<file path="src/core/qfc_map.svh">
`ifndef QFC_MAP_SVH
`define QFC_MAP_SVH

`define QFC_CLK_MHZ    250
`define QFC_LEB_NS     220
`define QFC_TONMIN_NS  325
`define QFC_TONMAX_US  18
`define QFC_TSMAX_US   61
`define QFC_FMAX_KHZ   210
`define QFC_FMIN_KHZ   25
`define QFC_VSBMIN_NS  600
`define QFC_VSBMAX_NS  1200
`define QFC_SEL_US     100
`define QFC_VOV_US     100
`define QFC_SS_US      4000
`define QFC_FLT_US     106500
`define QFC_BO_US      62000
`define QFC_XCHK_US    16000
`define QFC_XDIS_US    2000000

`define QFC_NS_UP(t)   (((t) * `QFC_CLK_MHZ + 999) / 1000)
`define QFC_NS_DN(t)   (((t) * `QFC_CLK_MHZ) / 1000)
`define QFC_US(t)      ((t) * `QFC_CLK_MHZ)
`define QFC_KHZ_UP(f)  ((`QFC_CLK_MHZ * 1000 + (f) - 1) / (f))
`define QFC_KHZ_DN(f)  ((`QFC_CLK_MHZ * 1000) / (f))

`define QFC_TW         30
`define QFC_SS_LEVELS  256

`define QFC_FB_PFM     8'hB3
`define QFC_FB_PWM     8'h40
`define QFC_FB_BURL    8'h20
`define QFC_FB_BURH    8'h26
`define QFC_FB_OLP     8'hEC
`define QFC_PEAK_HALF  8'h80
`define QFC_PEAK_MIN   8'h20
`define QFC_PWM_GAIN   8'h03
`define QFC_PFM_STEP   16'h004D

`define QFC_AUX_OVP_N  2'h3
`define QFC_HIC_N      3'h4

`define QFC_REG_CTRL   4'h0
`define QFC_REG_STATUS 4'h4
`define QFC_REG_FAULT  4'h8
`define QFC_ENA_RST    1'b1
`define QFC_DITH_RST   1'b1

`define QFC_F_CSOPEN   0
`define QFC_F_AUXOVP   1
`define QFC_F_VDDOVP   2
`define QFC_F_CUR      3
`define QFC_F_POW      4
`define QFC_F_OLP      5
`define QFC_F_OTP      6
`define QFC_F_BROWN    7

`endif

</file>
<file path="src/core/qfc_pkg.sv">
`include "qfc_map.svh"
package qfc_pkg;

	typedef enum logic [7:0] {
		P_LINE = 8'h01, P_PULL = 8'h02, P_CHARGE = 8'h04, P_SELECT = 8'h08,
		P_RUN = 8'h10, P_HICCUP = 8'h20, P_RESET = 8'h40, P_OTP = 8'h80
	} qfc_prot_type;

	typedef enum logic [2:0] {S_IDLE = 3'h1, S_ON = 3'h2, S_WAIT = 3'h4} qfc_sw_type;

	typedef enum logic [3:0] {
		R_QR = 4'h1, R_PFM = 4'h2, R_PWM = 4'h4, R_BURST = 4'h8
	} qfc_region_type;

	typedef struct packed {
		logic cs_peak;
		logic cs_ovp;
		logic cs_sel;
		logic valley_detect;
		logic line_good;
		logic line_loss;
		logic aux_ovp;
		logic supply_on;
		logic supply_uv;
		logic supply_rst;
		logic supply_ovp;
		logic temp_hot;
		logic temp_cool;
		logic cur_over;
		logic pow_over;
	} qfc_cmp_type;

	typedef struct packed {
		logic gate;
		logic peak_hold;
		logic aux_sample;
		logic sel_current;
		logic supply_pulldown;
		logic supply_reset;
		logic startup;
		logic line_discharge;
	} qfc_drive_type;

	typedef struct packed {
		qfc_cmp_type meta;
		qfc_cmp_type stable;
	} qfc_sync_state_type;

	typedef struct packed {
		qfc_prot_type             prot;
		qfc_sw_type               sw;
		qfc_region_type           region;
		qfc_drive_type            drv;
		logic [7:0]               peak_ref;
		logic [7:0]               ss_level;
		logic [11:0]              ss_div;
		logic [15:0]              on_cnt;
		logic [15:0]              per_cnt;
		logic [15:0]              blk_cnt;
		logic                     blanking;
		logic                     burst;
		logic [1:0]               ovp_cnt;
		logic [2:0]               hic_cnt;
		logic                     chg;
		logic [4:0]               jit_cnt;
		logic [`QFC_TW-1:0]       tmr;
		logic [`QFC_TW-1:0]       lim_tmr;
		logic [`QFC_TW-1:0]       olp_tmr;
		logic [`QFC_TW-1:0]       bo_tmr;
		logic [`QFC_TW-1:0]       vov_tmr;
		logic [`QFC_TW-1:0]       x_tmr;
		logic                     line_prev;
		logic                     use_power;
		logic                     ena;
		logic                     dith;
		logic [7:0]               faults;
		logic [31:0]              hrdata;
		logic                     hready;
		logic                     wr_pend;
		logic [3:0]               wr_addr;
	} qfc_state_type;

endpackage

</file>
<file path="src/core/qfc_ctrl.sv">
// Behaviour
// Heavy load: valley switching, period never below the maximum-frequency period.
// Medium load: period follows feedback, peak reference held near constant.
// Light load: minimum frequency, peak falls from half maximum to minimum.
// Burst: stop below enter level, resume above exit level, switch off between.
// Dither period and peak on a triangle stepped over 32 switching cycles.
// Peak comparator ignored during turn-on blanking after switch turn-on.
// Switch turns off when sensed peak exceeds feedback-derived limit.
// Turn on only at valley once period passes the frequency-limit interval.
// Without valley, force turn-on at the maximum switching period.
// Watch line input for AC removal, then discharge line capacitors.
// Aux sampling blanking grows with feedback before the sample is taken.
// Sense over-voltage: open-sense fault, stop, reset supply, restart.
// Line good: pull supply to undervoltage level, start at startup level.
// Line low for the whole line-loss delay disables the controller.
// Aux over-voltage on three consecutive samples: stop, reset supply, restart.
// First 100us of soft start: inject select current, choose power or current limit.
// Current limit: hold peak at turn-off, fault if estimate stays high for delay.
// After limit or overload faults: off for four undervoltage hits, restart fifth.
// Power limit: fault if power estimate stays above level for delay.
// Feedback above overload level beyond overload delay: fault and stop.
// Supply over-voltage held beyond 100us: fault, stop, reset supply, restart.
// Over-temperature stops; on cooling, supply reset and restart.
// Each start and restart runs a 4ms soft start from minimum to maximum.
// Analogue comparator results are synchronised before use.
//
// Local design decisions: the AHB-Lite interface to the registers and the register addresses.
`timescale 1ns/10ps
`default_nettype none
module qfc_ctrl
	import qfc_pkg::*;
#(
	parameter logic [15:0]        MINP_CYC   = 16'(`QFC_KHZ_UP(`QFC_FMAX_KHZ)),
	parameter logic [15:0]        FMIN_CYC   = 16'(`QFC_KHZ_DN(`QFC_FMIN_KHZ)),
	parameter logic [15:0]        TSMAX_CYC  = 16'(`QFC_US(`QFC_TSMAX_US)),
	parameter logic [15:0]        TONMAX_CYC = 16'(`QFC_US(`QFC_TONMAX_US)),
	parameter logic [15:0]        LEB_CYC    = 16'(`QFC_NS_UP(`QFC_LEB_NS)),
	parameter logic [15:0]        TONMIN_CYC = 16'(`QFC_NS_UP(`QFC_TONMIN_NS)),
	parameter logic [15:0]        VSBMIN_CYC = 16'(`QFC_NS_UP(`QFC_VSBMIN_NS)),
	parameter logic [15:0]        VSBMAX_CYC = 16'(`QFC_NS_UP(`QFC_VSBMAX_NS)),
	parameter logic [11:0]        SS_STEP    = 12'(`QFC_US(`QFC_SS_US) / `QFC_SS_LEVELS),
	parameter logic [`QFC_TW-1:0] SEL_CYC    = `QFC_TW'(`QFC_US(`QFC_SEL_US)),
	parameter logic [`QFC_TW-1:0] VOV_CYC    = `QFC_TW'(`QFC_US(`QFC_VOV_US)),
	parameter logic [`QFC_TW-1:0] FLT_CYC    = `QFC_TW'(`QFC_US(`QFC_FLT_US)),
	parameter logic [`QFC_TW-1:0] BO_CYC     = `QFC_TW'(`QFC_US(`QFC_BO_US)),
	parameter logic [`QFC_TW-1:0] XCHK_CYC   = `QFC_TW'(`QFC_US(`QFC_XCHK_US)),
	parameter logic [`QFC_TW-1:0] XDIS_CYC   = `QFC_TW'(`QFC_US(`QFC_XDIS_US))
) (
	input  wire logic           i_ref_clk,
	input  wire logic           i_rst,
	input  wire logic           i_clk_en,
	input  wire qfc_cmp_type    i_cmp,
	input  wire logic [7:0]     i_fb_code,
	input  wire logic           i_hsel,
	input  wire logic [31:0]    i_haddr,
	input  wire logic [1:0]     i_htrans,
	input  wire logic           i_hwrite,
	input  wire logic [2:0]     i_hsize,
	input  wire logic [31:0]    i_hwdata,
	input  wire logic           i_hready,
	output logic                o_hreadyout,
	output logic                o_hresp,
	output logic [31:0]         o_hrdata,
	output qfc_drive_type       o_drive,
	output logic [7:0]          o_peak_ref,
	output logic [7:0]          o_ss_level,
	output qfc_region_type      o_region
);
	localparam qfc_state_type RST_VAL = '{prot: P_LINE, sw: S_IDLE, region: R_PWM,
		ena: `QFC_ENA_RST, dith: `QFC_DITH_RST, hready: 1'b1, default: '0};

	qfc_state_type  q;
	qfc_state_type  d;
	qfc_cmp_type    c;
	qfc_region_type rg;
	logic [7:0]     fb;
	logic [7:0]     pk;
	logic [7:0]     clr;
	logic [7:0]     fset;
	logic [11:0]    pm;
	logic [8:0]     ps;
	logic [3:0]     tri_s;
	logic [15:0]    per_lim;
	logic [15:0]    lim_j;
	logic [15:0]    blk_lim;
	logic [31:0]    rd;
	logic           a_ph;
	logic           go_ss;
	logic           go_hic;
	logic           go_rst;
	logic           lim_hit;

	function automatic qfc_region_type region_of(input logic [7:0] f, input logic b);
		if (b) begin
			return R_BURST;
		end
		if (f >= `QFC_FB_PFM) begin
			return R_QR;
		end
		if (f >= `QFC_FB_PWM) begin
			return R_PFM;
		end
		return R_PWM;
	endfunction

	qfc_sync u_sync (
		.i_ref_clk (i_ref_clk),
		.i_rst     (i_rst),
		.i_clk_en  (i_clk_en),
		.i_async   (i_cmp),
		.o_sync    (c)
	);

	////////////////////////////////////////////////////////////////////////////////
	// Operating point from feedback

	always_comb begin
		// Soft start clamps the feedback seen by every region decision
		fb = (q.ss_level < i_fb_code) ? q.ss_level : i_fb_code;
		rg = region_of(fb, q.burst);
		tri_s = q.jit_cnt[4] ? ~q.jit_cnt[3:0] : q.jit_cnt[3:0];
		case (rg)
			R_QR: begin
				per_lim = MINP_CYC;
				pk = fb;
			end
			R_PFM: begin
				per_lim = FMIN_CYC - 16'((fb - `QFC_FB_PWM) * `QFC_PFM_STEP);
				pk = `QFC_PEAK_HALF;
			end
			default: begin
				per_lim = FMIN_CYC;
				pk = (fb < `QFC_FB_BURL) ? `QFC_PEAK_MIN :
					8'((fb - `QFC_FB_BURL) * `QFC_PWM_GAIN) + `QFC_PEAK_MIN;
			end
		endcase
		pm = 12'(pk * tri_s);
		ps = 9'(pk) - 9'(pk >> 4) + {4'h0, pm[11:7]};
		lim_j = per_lim - (per_lim >> 5) + 16'((per_lim >> 8) * tri_s);
		if (!q.dith) begin
			lim_j = per_lim;
			ps = {1'b0, pk};
		end
		if (lim_j < MINP_CYC) begin
			lim_j = MINP_CYC;
		end
		blk_lim = VSBMIN_CYC + 16'((16'(fb) * (VSBMAX_CYC - VSBMIN_CYC)) >> 8);
		case (i_haddr[3:0])
			`QFC_REG_CTRL:   rd = {30'h0, q.dith, q.ena};
			`QFC_REG_STATUS: rd = {q.ss_level, q.peak_ref, q.region, 1'b0, q.sw, q.prot};
			`QFC_REG_FAULT:  rd = {24'h0, q.faults};
			default:         rd = 32'h0;
		endcase
	end

	////////////////////////////////////////////////////////////////////////////////
	// Next state

	always_comb begin
		d = q;
		fset = 8'h00;
		clr = 8'h00;
		go_ss = 1'b0;
		go_hic = 1'b0;
		go_rst = 1'b0;
		d.drv.peak_hold = 1'b0;
		d.drv.aux_sample = 1'b0;
		d.region = rg;
		d.peak_ref = ps[8] ? 8'hFF : ps[7:0];

		// Bus slave, zero wait states
		a_ph = i_hsel && i_htrans[1] && i_hready;
		d.wr_pend = a_ph && i_hwrite && (i_hsize == 3'h2);
		d.wr_addr = i_haddr[3:0];
		if (a_ph && !i_hwrite) begin
			d.hrdata = rd;
		end
		if (q.wr_pend) begin
			case (q.wr_addr)
				`QFC_REG_CTRL: begin
					d.ena = i_hwdata[0];
					d.dith = i_hwdata[1];
				end
				`QFC_REG_FAULT: clr = i_hwdata[7:0];
				default: ;
			endcase
		end

		// AC removal: no rectified-line edges for a whole check window
		d.line_prev = c.line_good;
		if (!q.drv.line_discharge) begin
			d.x_tmr = (c.line_good != q.line_prev) ? '0 : q.x_tmr + 1'b1;
			if (q.x_tmr >= XCHK_CYC) begin
				d.drv.line_discharge = 1'b1;
				d.x_tmr = '0;
			end
		end else begin
			// Only a rising edge means AC is back; decay gives falling ones
			d.x_tmr = q.x_tmr + 1'b1;
			if ((c.line_good && !q.line_prev) || q.x_tmr >= XDIS_CYC) begin
				d.drv.line_discharge = 1'b0;
				d.x_tmr = '0;
			end
		end

		// Burst hysteresis
		if (fb < `QFC_FB_BURL) begin
			d.burst = 1'b1;
		end else if (fb > `QFC_FB_BURH) begin
			d.burst = 1'b0;
		end

		// Soft-start ramp and brown-out timing while active
		if (q.prot == P_SELECT || q.prot == P_RUN) begin
			d.ss_div = q.ss_div + 1'b1;
			if (q.ss_div >= SS_STEP - 1'b1) begin
				d.ss_div = '0;
				if (q.ss_level != 8'hFF) begin
					d.ss_level = q.ss_level + 1'b1;
				end
			end
			d.bo_tmr = c.line_loss ? q.bo_tmr + 1'b1 : '0;
		end else begin
			d.bo_tmr = '0;
		end

		// Fault timers only run while switching
		lim_hit = q.use_power ? c.pow_over : c.cur_over;
		if (q.prot == P_RUN) begin
			d.lim_tmr = lim_hit ? q.lim_tmr + 1'b1 : '0;
			d.olp_tmr = (i_fb_code > `QFC_FB_OLP) ? q.olp_tmr + 1'b1 : '0;
			d.vov_tmr = c.supply_ovp ? q.vov_tmr + 1'b1 : '0;
		end else begin
			d.lim_tmr = '0;
			d.olp_tmr = '0;
			d.vov_tmr = '0;
		end

		case (q.prot)
			P_LINE: begin
				if (c.line_good && q.ena) begin
					d.prot = P_PULL;
				end
			end
			P_PULL: begin
				if (c.supply_uv) begin
					d.prot = P_CHARGE;
				end
			end
			P_CHARGE: begin
				if (c.supply_on) begin
					go_ss = 1'b1;
				end
			end
			P_SELECT: begin
				d.tmr = q.tmr + 1'b1;
				if (q.tmr >= SEL_CYC - 1'b1) begin
					d.use_power = c.cs_sel;
					d.prot = P_RUN;
					d.sw = S_WAIT;
					d.per_cnt = '0;
				end
			end
			P_RUN: begin
				if (c.temp_hot) begin
					d.prot = P_OTP;
					fset[`QFC_F_OTP] = 1'b1;
				end else if (c.cs_ovp) begin
					go_rst = 1'b1;
					fset[`QFC_F_CSOPEN] = 1'b1;
				end else if (q.vov_tmr >= VOV_CYC) begin
					go_rst = 1'b1;
					fset[`QFC_F_VDDOVP] = 1'b1;
				end else if (q.lim_tmr >= FLT_CYC) begin
					go_hic = 1'b1;
					fset[q.use_power ? `QFC_F_POW : `QFC_F_CUR] = 1'b1;
				end else if (q.olp_tmr >= FLT_CYC) begin
					go_hic = 1'b1;
					fset[`QFC_F_OLP] = 1'b1;
				end else if (c.supply_uv || !q.ena) begin
					d.prot = P_CHARGE;
				end
			end
			P_HICCUP: begin
				if (!q.chg && c.supply_uv) begin
					d.chg = 1'b1;
					d.hic_cnt = q.hic_cnt + 1'b1;
				end else if (q.chg && c.supply_on) begin
					d.chg = 1'b0;
					if (q.hic_cnt == `QFC_HIC_N) begin
						go_ss = 1'b1;
					end
				end
			end
			P_RESET: begin
				if (c.supply_rst) begin
					d.prot = P_CHARGE;
				end
			end
			P_OTP: begin
				if (c.temp_cool) begin
					go_rst = 1'b1;
				end
			end
			default: d.prot = P_LINE;
		endcase

		// Switching, only while running
		if (q.prot != P_RUN) begin
			d.drv.gate = 1'b0;
			if (q.prot != P_SELECT) begin
				d.sw = S_IDLE;
			end
		end else begin
			case (q.sw)
				S_ON: begin
					d.per_cnt = q.per_cnt + 1'b1;
					if ((q.on_cnt >= LEB_CYC && q.on_cnt >= TONMIN_CYC && c.cs_peak) ||
						q.on_cnt >= TONMAX_CYC) begin
						d.drv.gate = 1'b0;
						d.sw = S_WAIT;
						d.drv.peak_hold = 1'b1;
						d.blanking = 1'b1;
						d.blk_cnt = '0;
					end else begin
						d.on_cnt = q.on_cnt + 1'b1;
					end
				end
				S_WAIT: begin
					if (q.per_cnt != 16'hFFFF) begin
						d.per_cnt = q.per_cnt + 1'b1;
					end
					if (q.blanking) begin
						d.blk_cnt = q.blk_cnt + 1'b1;
						if (q.blk_cnt >= blk_lim) begin
							d.blanking = 1'b0;
							d.drv.aux_sample = 1'b1;
							d.ovp_cnt = c.aux_ovp ? q.ovp_cnt + 1'b1 : 2'h0;
							if (c.aux_ovp && q.ovp_cnt == `QFC_AUX_OVP_N - 1'b1) begin
								go_rst = 1'b1;
								fset[`QFC_F_AUXOVP] = 1'b1;
							end
						end
					end
					if (!q.burst && ((q.per_cnt >= lim_j && c.valley_detect && !q.blanking) ||
						q.per_cnt >= TSMAX_CYC)) begin
						d.drv.gate = 1'b1;
						d.sw = S_ON;
						d.on_cnt = '0;
						d.per_cnt = '0;
						d.jit_cnt = q.jit_cnt + 1'b1;
					end
				end
				default: d.sw = S_WAIT;
			endcase
		end

		if (d.bo_tmr >= BO_CYC) begin
			d.prot = P_LINE;
			fset[`QFC_F_BROWN] = 1'b1;
		end else if (go_rst) begin
			d.prot = P_RESET;
		end else if (go_hic) begin
			d.prot = P_HICCUP;
			d.hic_cnt = '0;
			d.chg = 1'b0;
		end else if (go_ss) begin
			d.prot = P_SELECT;
			d.tmr = '0;
			d.ss_level = '0;
			d.ss_div = '0;
		end
		if (d.prot != P_RUN) begin
			d.drv.gate = 1'b0;
			d.ovp_cnt = 2'h0;
		end
		d.drv.supply_pulldown = (d.prot == P_PULL);
		d.drv.startup = (d.prot == P_CHARGE) || (d.prot == P_HICCUP && d.chg);
		d.drv.sel_current = (d.prot == P_SELECT);
		d.drv.supply_reset = (d.prot == P_RESET);
		// Set wins over a clear in the same cycle
		d.faults = (q.faults & ~clr) | fset;
	end

	always_ff @(posedge i_ref_clk or posedge i_rst) begin
		if (i_rst) begin
			q <= RST_VAL;
		end else if (i_clk_en) begin
			q <= d;
		end
	end

	assign o_hreadyout = q.hready;
	assign o_hresp = 1'b0 & q.hready;
	assign o_hrdata = q.hrdata;
	assign o_drive = q.drv;
	assign o_peak_ref = q.peak_ref;
	assign o_ss_level = q.ss_level;
	assign o_region = q.region;
endmodule
`default_nettype wire

</file>
<file path="src/core/qfc_sync.sv">
`timescale 1ns/10ps
`default_nettype none
module qfc_sync
	import qfc_pkg::*;
(
	input  wire logic        i_ref_clk,
	input  wire logic        i_rst,
	input  wire logic        i_clk_en,
	input  wire qfc_cmp_type i_async,
	output var  qfc_cmp_type o_sync
);
	qfc_sync_state_type q;
	qfc_sync_state_type d;

	always_comb begin
		d.meta   = i_async;
		d.stable = q.meta;
	end

	always_ff @(posedge i_ref_clk or posedge i_rst) begin
		if (i_rst) begin
			q <= '0;
		end else if (i_clk_en) begin
			q <= d;
		end
	end

	assign o_sync = q.stable;
endmodule
`default_nettype wire

</file>
<file path="config.mk">
export PLATFORM = sky130hd
export DESIGN_NAME = qfc_ctrl
export DESIGN_NICKNAME = d
export VERILOG_FILES = /design/src/core/qfc_pkg.sv /design/src/core/qfc_ctrl.sv /design/src/core/qfc_sync.sv
export VERILOG_INCLUDE_DIRS = /design/src /design/src/core
export SDC_FILE = /design/constraint.sdc
export NUM_CORES = 1
export LEC_CHECK = 0
export ABC_AREA = 1
export BUFFER_PORTS_ARGS = -buffer_cell sky130_fd_sc_hd__buf_2
export CORE_MARGIN = 4
export CORE_UTILIZATION = 55
export DETAILED_ROUTE_END_ITERATION = 8
export GPL_ROUTABILITY_DRIVEN = 0
export GPL_TIMING_DRIVEN = 0
export HOLD_SLACK_MARGIN = 0.06
export PLACE_DENSITY = 0.75
export SYNTH_ARGS = -nofsm -noshare
export SYNTH_HDL_FRONTEND = slang
export SYNTH_SLANG_ARGS = --single-unit
export TNS_END_PERCENT = 10
</file>
<file path="constraint.sdc">
create_clock -name i_ref_clk -period 17.4 [get_ports i_ref_clk]
set_clock_uncertainty 0.05 [all_clocks]
set_input_delay 2.61 -clock i_ref_clk [delete_from_list [all_inputs] [get_ports i_ref_clk]]
set_output_delay 2.61 -clock i_ref_clk [all_outputs]
set_load 0.01 [all_outputs]
</file>
==> flow_summary.ini <==
[outcome]
run_status = completed

[sta]
worst-slew-pin-transition_ns = 1.15
max-slew-margin-rel = 0.231
final_sum_of_negative_setup_slack_ns = 0
fmax_mhz = 69.3
grt_setup_unrepaired = no
period_share = 0.829
setup_viol = 0
min_period_ns = 14.43
timing.final.max_slew_violations = 0
fin_ws_ns = 2.97
final_hold_viol_count = 0
fin_hold_ws_ns = 0.422

[layout]
layout.filler_cells = 4686
drive_gt1_frac = 0.0860
syn_to_final_growth_pct = 10.1
fin_nets = 4569

[cts]
tritoncts = built
number_of_cts_inserted_buffers = 44
postCtsHoldBufs = 0
cts.reportedPaths.clkPinSlew_ns = 0.06
cts-resized-gates = 0
later_pin_clock_latency_in_the_skew_report_ns = 0.59
clock_path_buffers = 3
cts_htree_levels = 2
clockRootBuffer = sky130_fd_sc_hd__clkbuf_16
clkSinkCount = 370
postCtsSetupRepairBufs = 0

[worst_setup_path]
critical-path-max-stage-delay_ns = 0.57
timing.critical_path.from_type = primary input
required_ns = 17.79
setup.worst_path.class = in2reg
cp_capture_type = register
critical_path.most_common_cell = sky130_fd_sc_hd__nand2_1
reg2regPathDepth = 56
crit_path_top_delay_cell = sky130_fd_sc_hd__o21ai_0
arrival_time_worst_endpoint_ns = 14.82
worstPathMaxFanout = 11

[run]
cap_viol_max_count = 0

[floorplanning]
top_level_ports = 160
initial_utilization = 0.560
floorplan.die.height_um = 238
die-area_um2 = 56400
die_x_um = 238
site_row_count = 83
floorplan.core_area_um2 = 51700

[logic_synthesis]
synth_top_cells_by_area = sky130_fd_sc_hd__dfrtp_1 32%, sky130_fd_sc_hd__nand2_1 13%, sky130_fd_sc_hd__ha_1 9.0%
synth_cell_types = 72
synth-seq-area-share = 0.320
postSynth.topFlopCell = sky130_fd_sc_hd__dfrtp_1
synth.yosys.warnings = 0
synthesis.area_um2 = 29000
ys_ff_latch = 370
synth_largest_type_area_fraction = 0.315
synth_top_cell_by_area = sky130_fd_sc_hd__dfrtp_1
syn_inst = 4051
synth.most_common_cell = sky130_fd_sc_hd__nand2_1
synth_commonest_cells = 1015 x sky130_fd_sc_hd__nand2_1, 618 x sky130_fd_sc_hd__inv_1, 387 x sky130_fd_sc_hd__nor2_1
proportion_of_synthesized_flip_flops_having_asynchronous_set_or_reset = 1.00
synth_edf_count = 0
post_synth.cell_area_avg_um2 = 7.15

[detailed_routing]
postRouteAntennaNets = 0
finalWirelength_um = 82200
drt_first_pass_iters = 6
average_wire_length_per_cell_after_detail_routing_um = 16.7
drtIter0Drc = 2345
vias_per_cell = 5.53
post-route-drc-count = 0
dr_total_vias = 27200

[placement]
dp_slack_ns = 2.70
port-buffer-count = 102
detailed_place_hpwl_um = 62600

[hold_path]
hold_path_depth = 2
hold_class = reg2reg

[power]
worst_ir_drop_vdd_mv = 0.177
cellPowerDensity_nw_per_um2 = 158
static-leakage-power_nw = 15.9

[global_routing]
antenna_found_initial = 2
largest_net_degree_at_the_start_of_global_routing = 130
global_route.usage.total = 0.287
first_pass_grt_wire_length_um = 133000
first_global_vias = 25600
gr-total-overflow = 0
-- final timing paths --
kind | from | to | slack (ns)
hold / removal | u_sync.d[1]$_DFFE_PP0P_ | u_sync.d[1]$_DFFE_PP0P_ | 0.42
setup / recovery | i_fb_code[5] | q[287]$_DFFE_PP0P_ | 2.97
min in group asynchronous | i_rst | q[181]$_DFFE_PP0P_ | 1.88
max in group asynchronous | i_rst | o_hrdata[19]$_DFFE_PP0P_ | 13.93
setup reg to reg | o_ss_level[5]$_DFFE_PP0P_ | q[287]$_DFFE_PP0P_ | 4.68
hold reg to reg | u_sync.d[1]$_DFFE_PP0P_ | u_sync.d[1]$_DFFE_PP0P_ | 0.42
-- metrics by stage --
| step | instance area (um^2) | power [mW] | cells | utilization |
|---|---|---|---|---|
| final | 31900 | 5.04 | 4915 | 0.617 |
| after global routing | 31900 | 5.54 | 4915 | 0.617 |
| after CTS | 31900 | 5.02 | 4914 | 0.617 |
| after detailed placement | 30400 | 4.05 | 4838 | 0.589 |
| after global placement | 30300 | 3.99 | 4835 | 0.587 |
| after floorplan | 29000 | 3.31 | 4053 | - |
-- final cells by class --
| class | instances | area, um^2 | share of cell area |
|---|---|---|---|
| buffer | 159 | 877 | 0.0275 |
| sequential | 370 | 9270 | 0.290 |
| tap | 680 | 851 | 0.0267 |
| timing repair buffer | 105 | 593 | 0.0186 |
| inverter | 637 | 2400 | 0.0753 |
| multi-input combinational | 2887 | 16400 | 0.516 |
| clock buffer | 62 | 1250 | 0.0391 |
| clock inverter | 14 | 213 | 0.00667 |
| antenna | 1 | 2.50 | 0.0000784 |
-- critical path: cells and delay by family --
| kind | cells | cell delay [ns] |
|---|---|---|
| xor gates and xnor gates | 1 | 0.13 |
| adders and majority gates | 13 | 5.01 |
| and+or+nand+nor | 22 | 2.74 |
| AOI/OAI and AO/OA | 9 | 2.40 |
| buffers and inverters | 13 | 1.89 |
-- registers in the layout, indices dropped and copies added (netlist names) --
register and flops:
q 281, o_hrdata 31, u_sync.d 15, u_sync.o_sync 15, o_drive 8, o_peak_ref 8
o_ss_level 8, o_region 4
-- report_power, final --
| part | switching [mW] | internal (mW) |
|---|---|---|
| sequential | 0.0972 | 0.944 |
| combinational | 1.97 | 1.09 |
| clock | 0.379 | 0.561 |
-- routing by layer --
metal / GRT usage / vias to the layer above / part of all wire
met1: 0.399 / 12700 / 0.43
met2: 0.464 / 1025 / 0.45
met5: 0 / - / 0.000085
met3: 0.0450 / 174 / 0.083
met4: 0.0943 / 2 / 0.035
li1: - / 13300 / -
-- cell families (layout without fill, tap and decap cells) --
logic type	after synthesis	count (layout)	share of synthesized area
AOI/OAI and AO/OA	569	569	0.113
xor gates and xnor gates	124	124	0.0375
adders and majority gates	267	267	0.131
buffers and inverters	796	977	0.113
DFF	370	370	0.320
muxes	1	1	0.000345
other	2	5	0.000259
and+or+nand+nor	1922	1922	0.286
-- cell usage in the layout (no fill, tap or decap), drive strengths merged, types with 101 or more instances in the layout --
cell type,instances
clkbuf,126
nor2,408
inv,632
nor3,101
ha,208
a21oi,127
nand3,234
nand2,1027
buf,200
o21ai,276
dfrtp,365
Note: power is estimated with default switching activity, not from simulation.
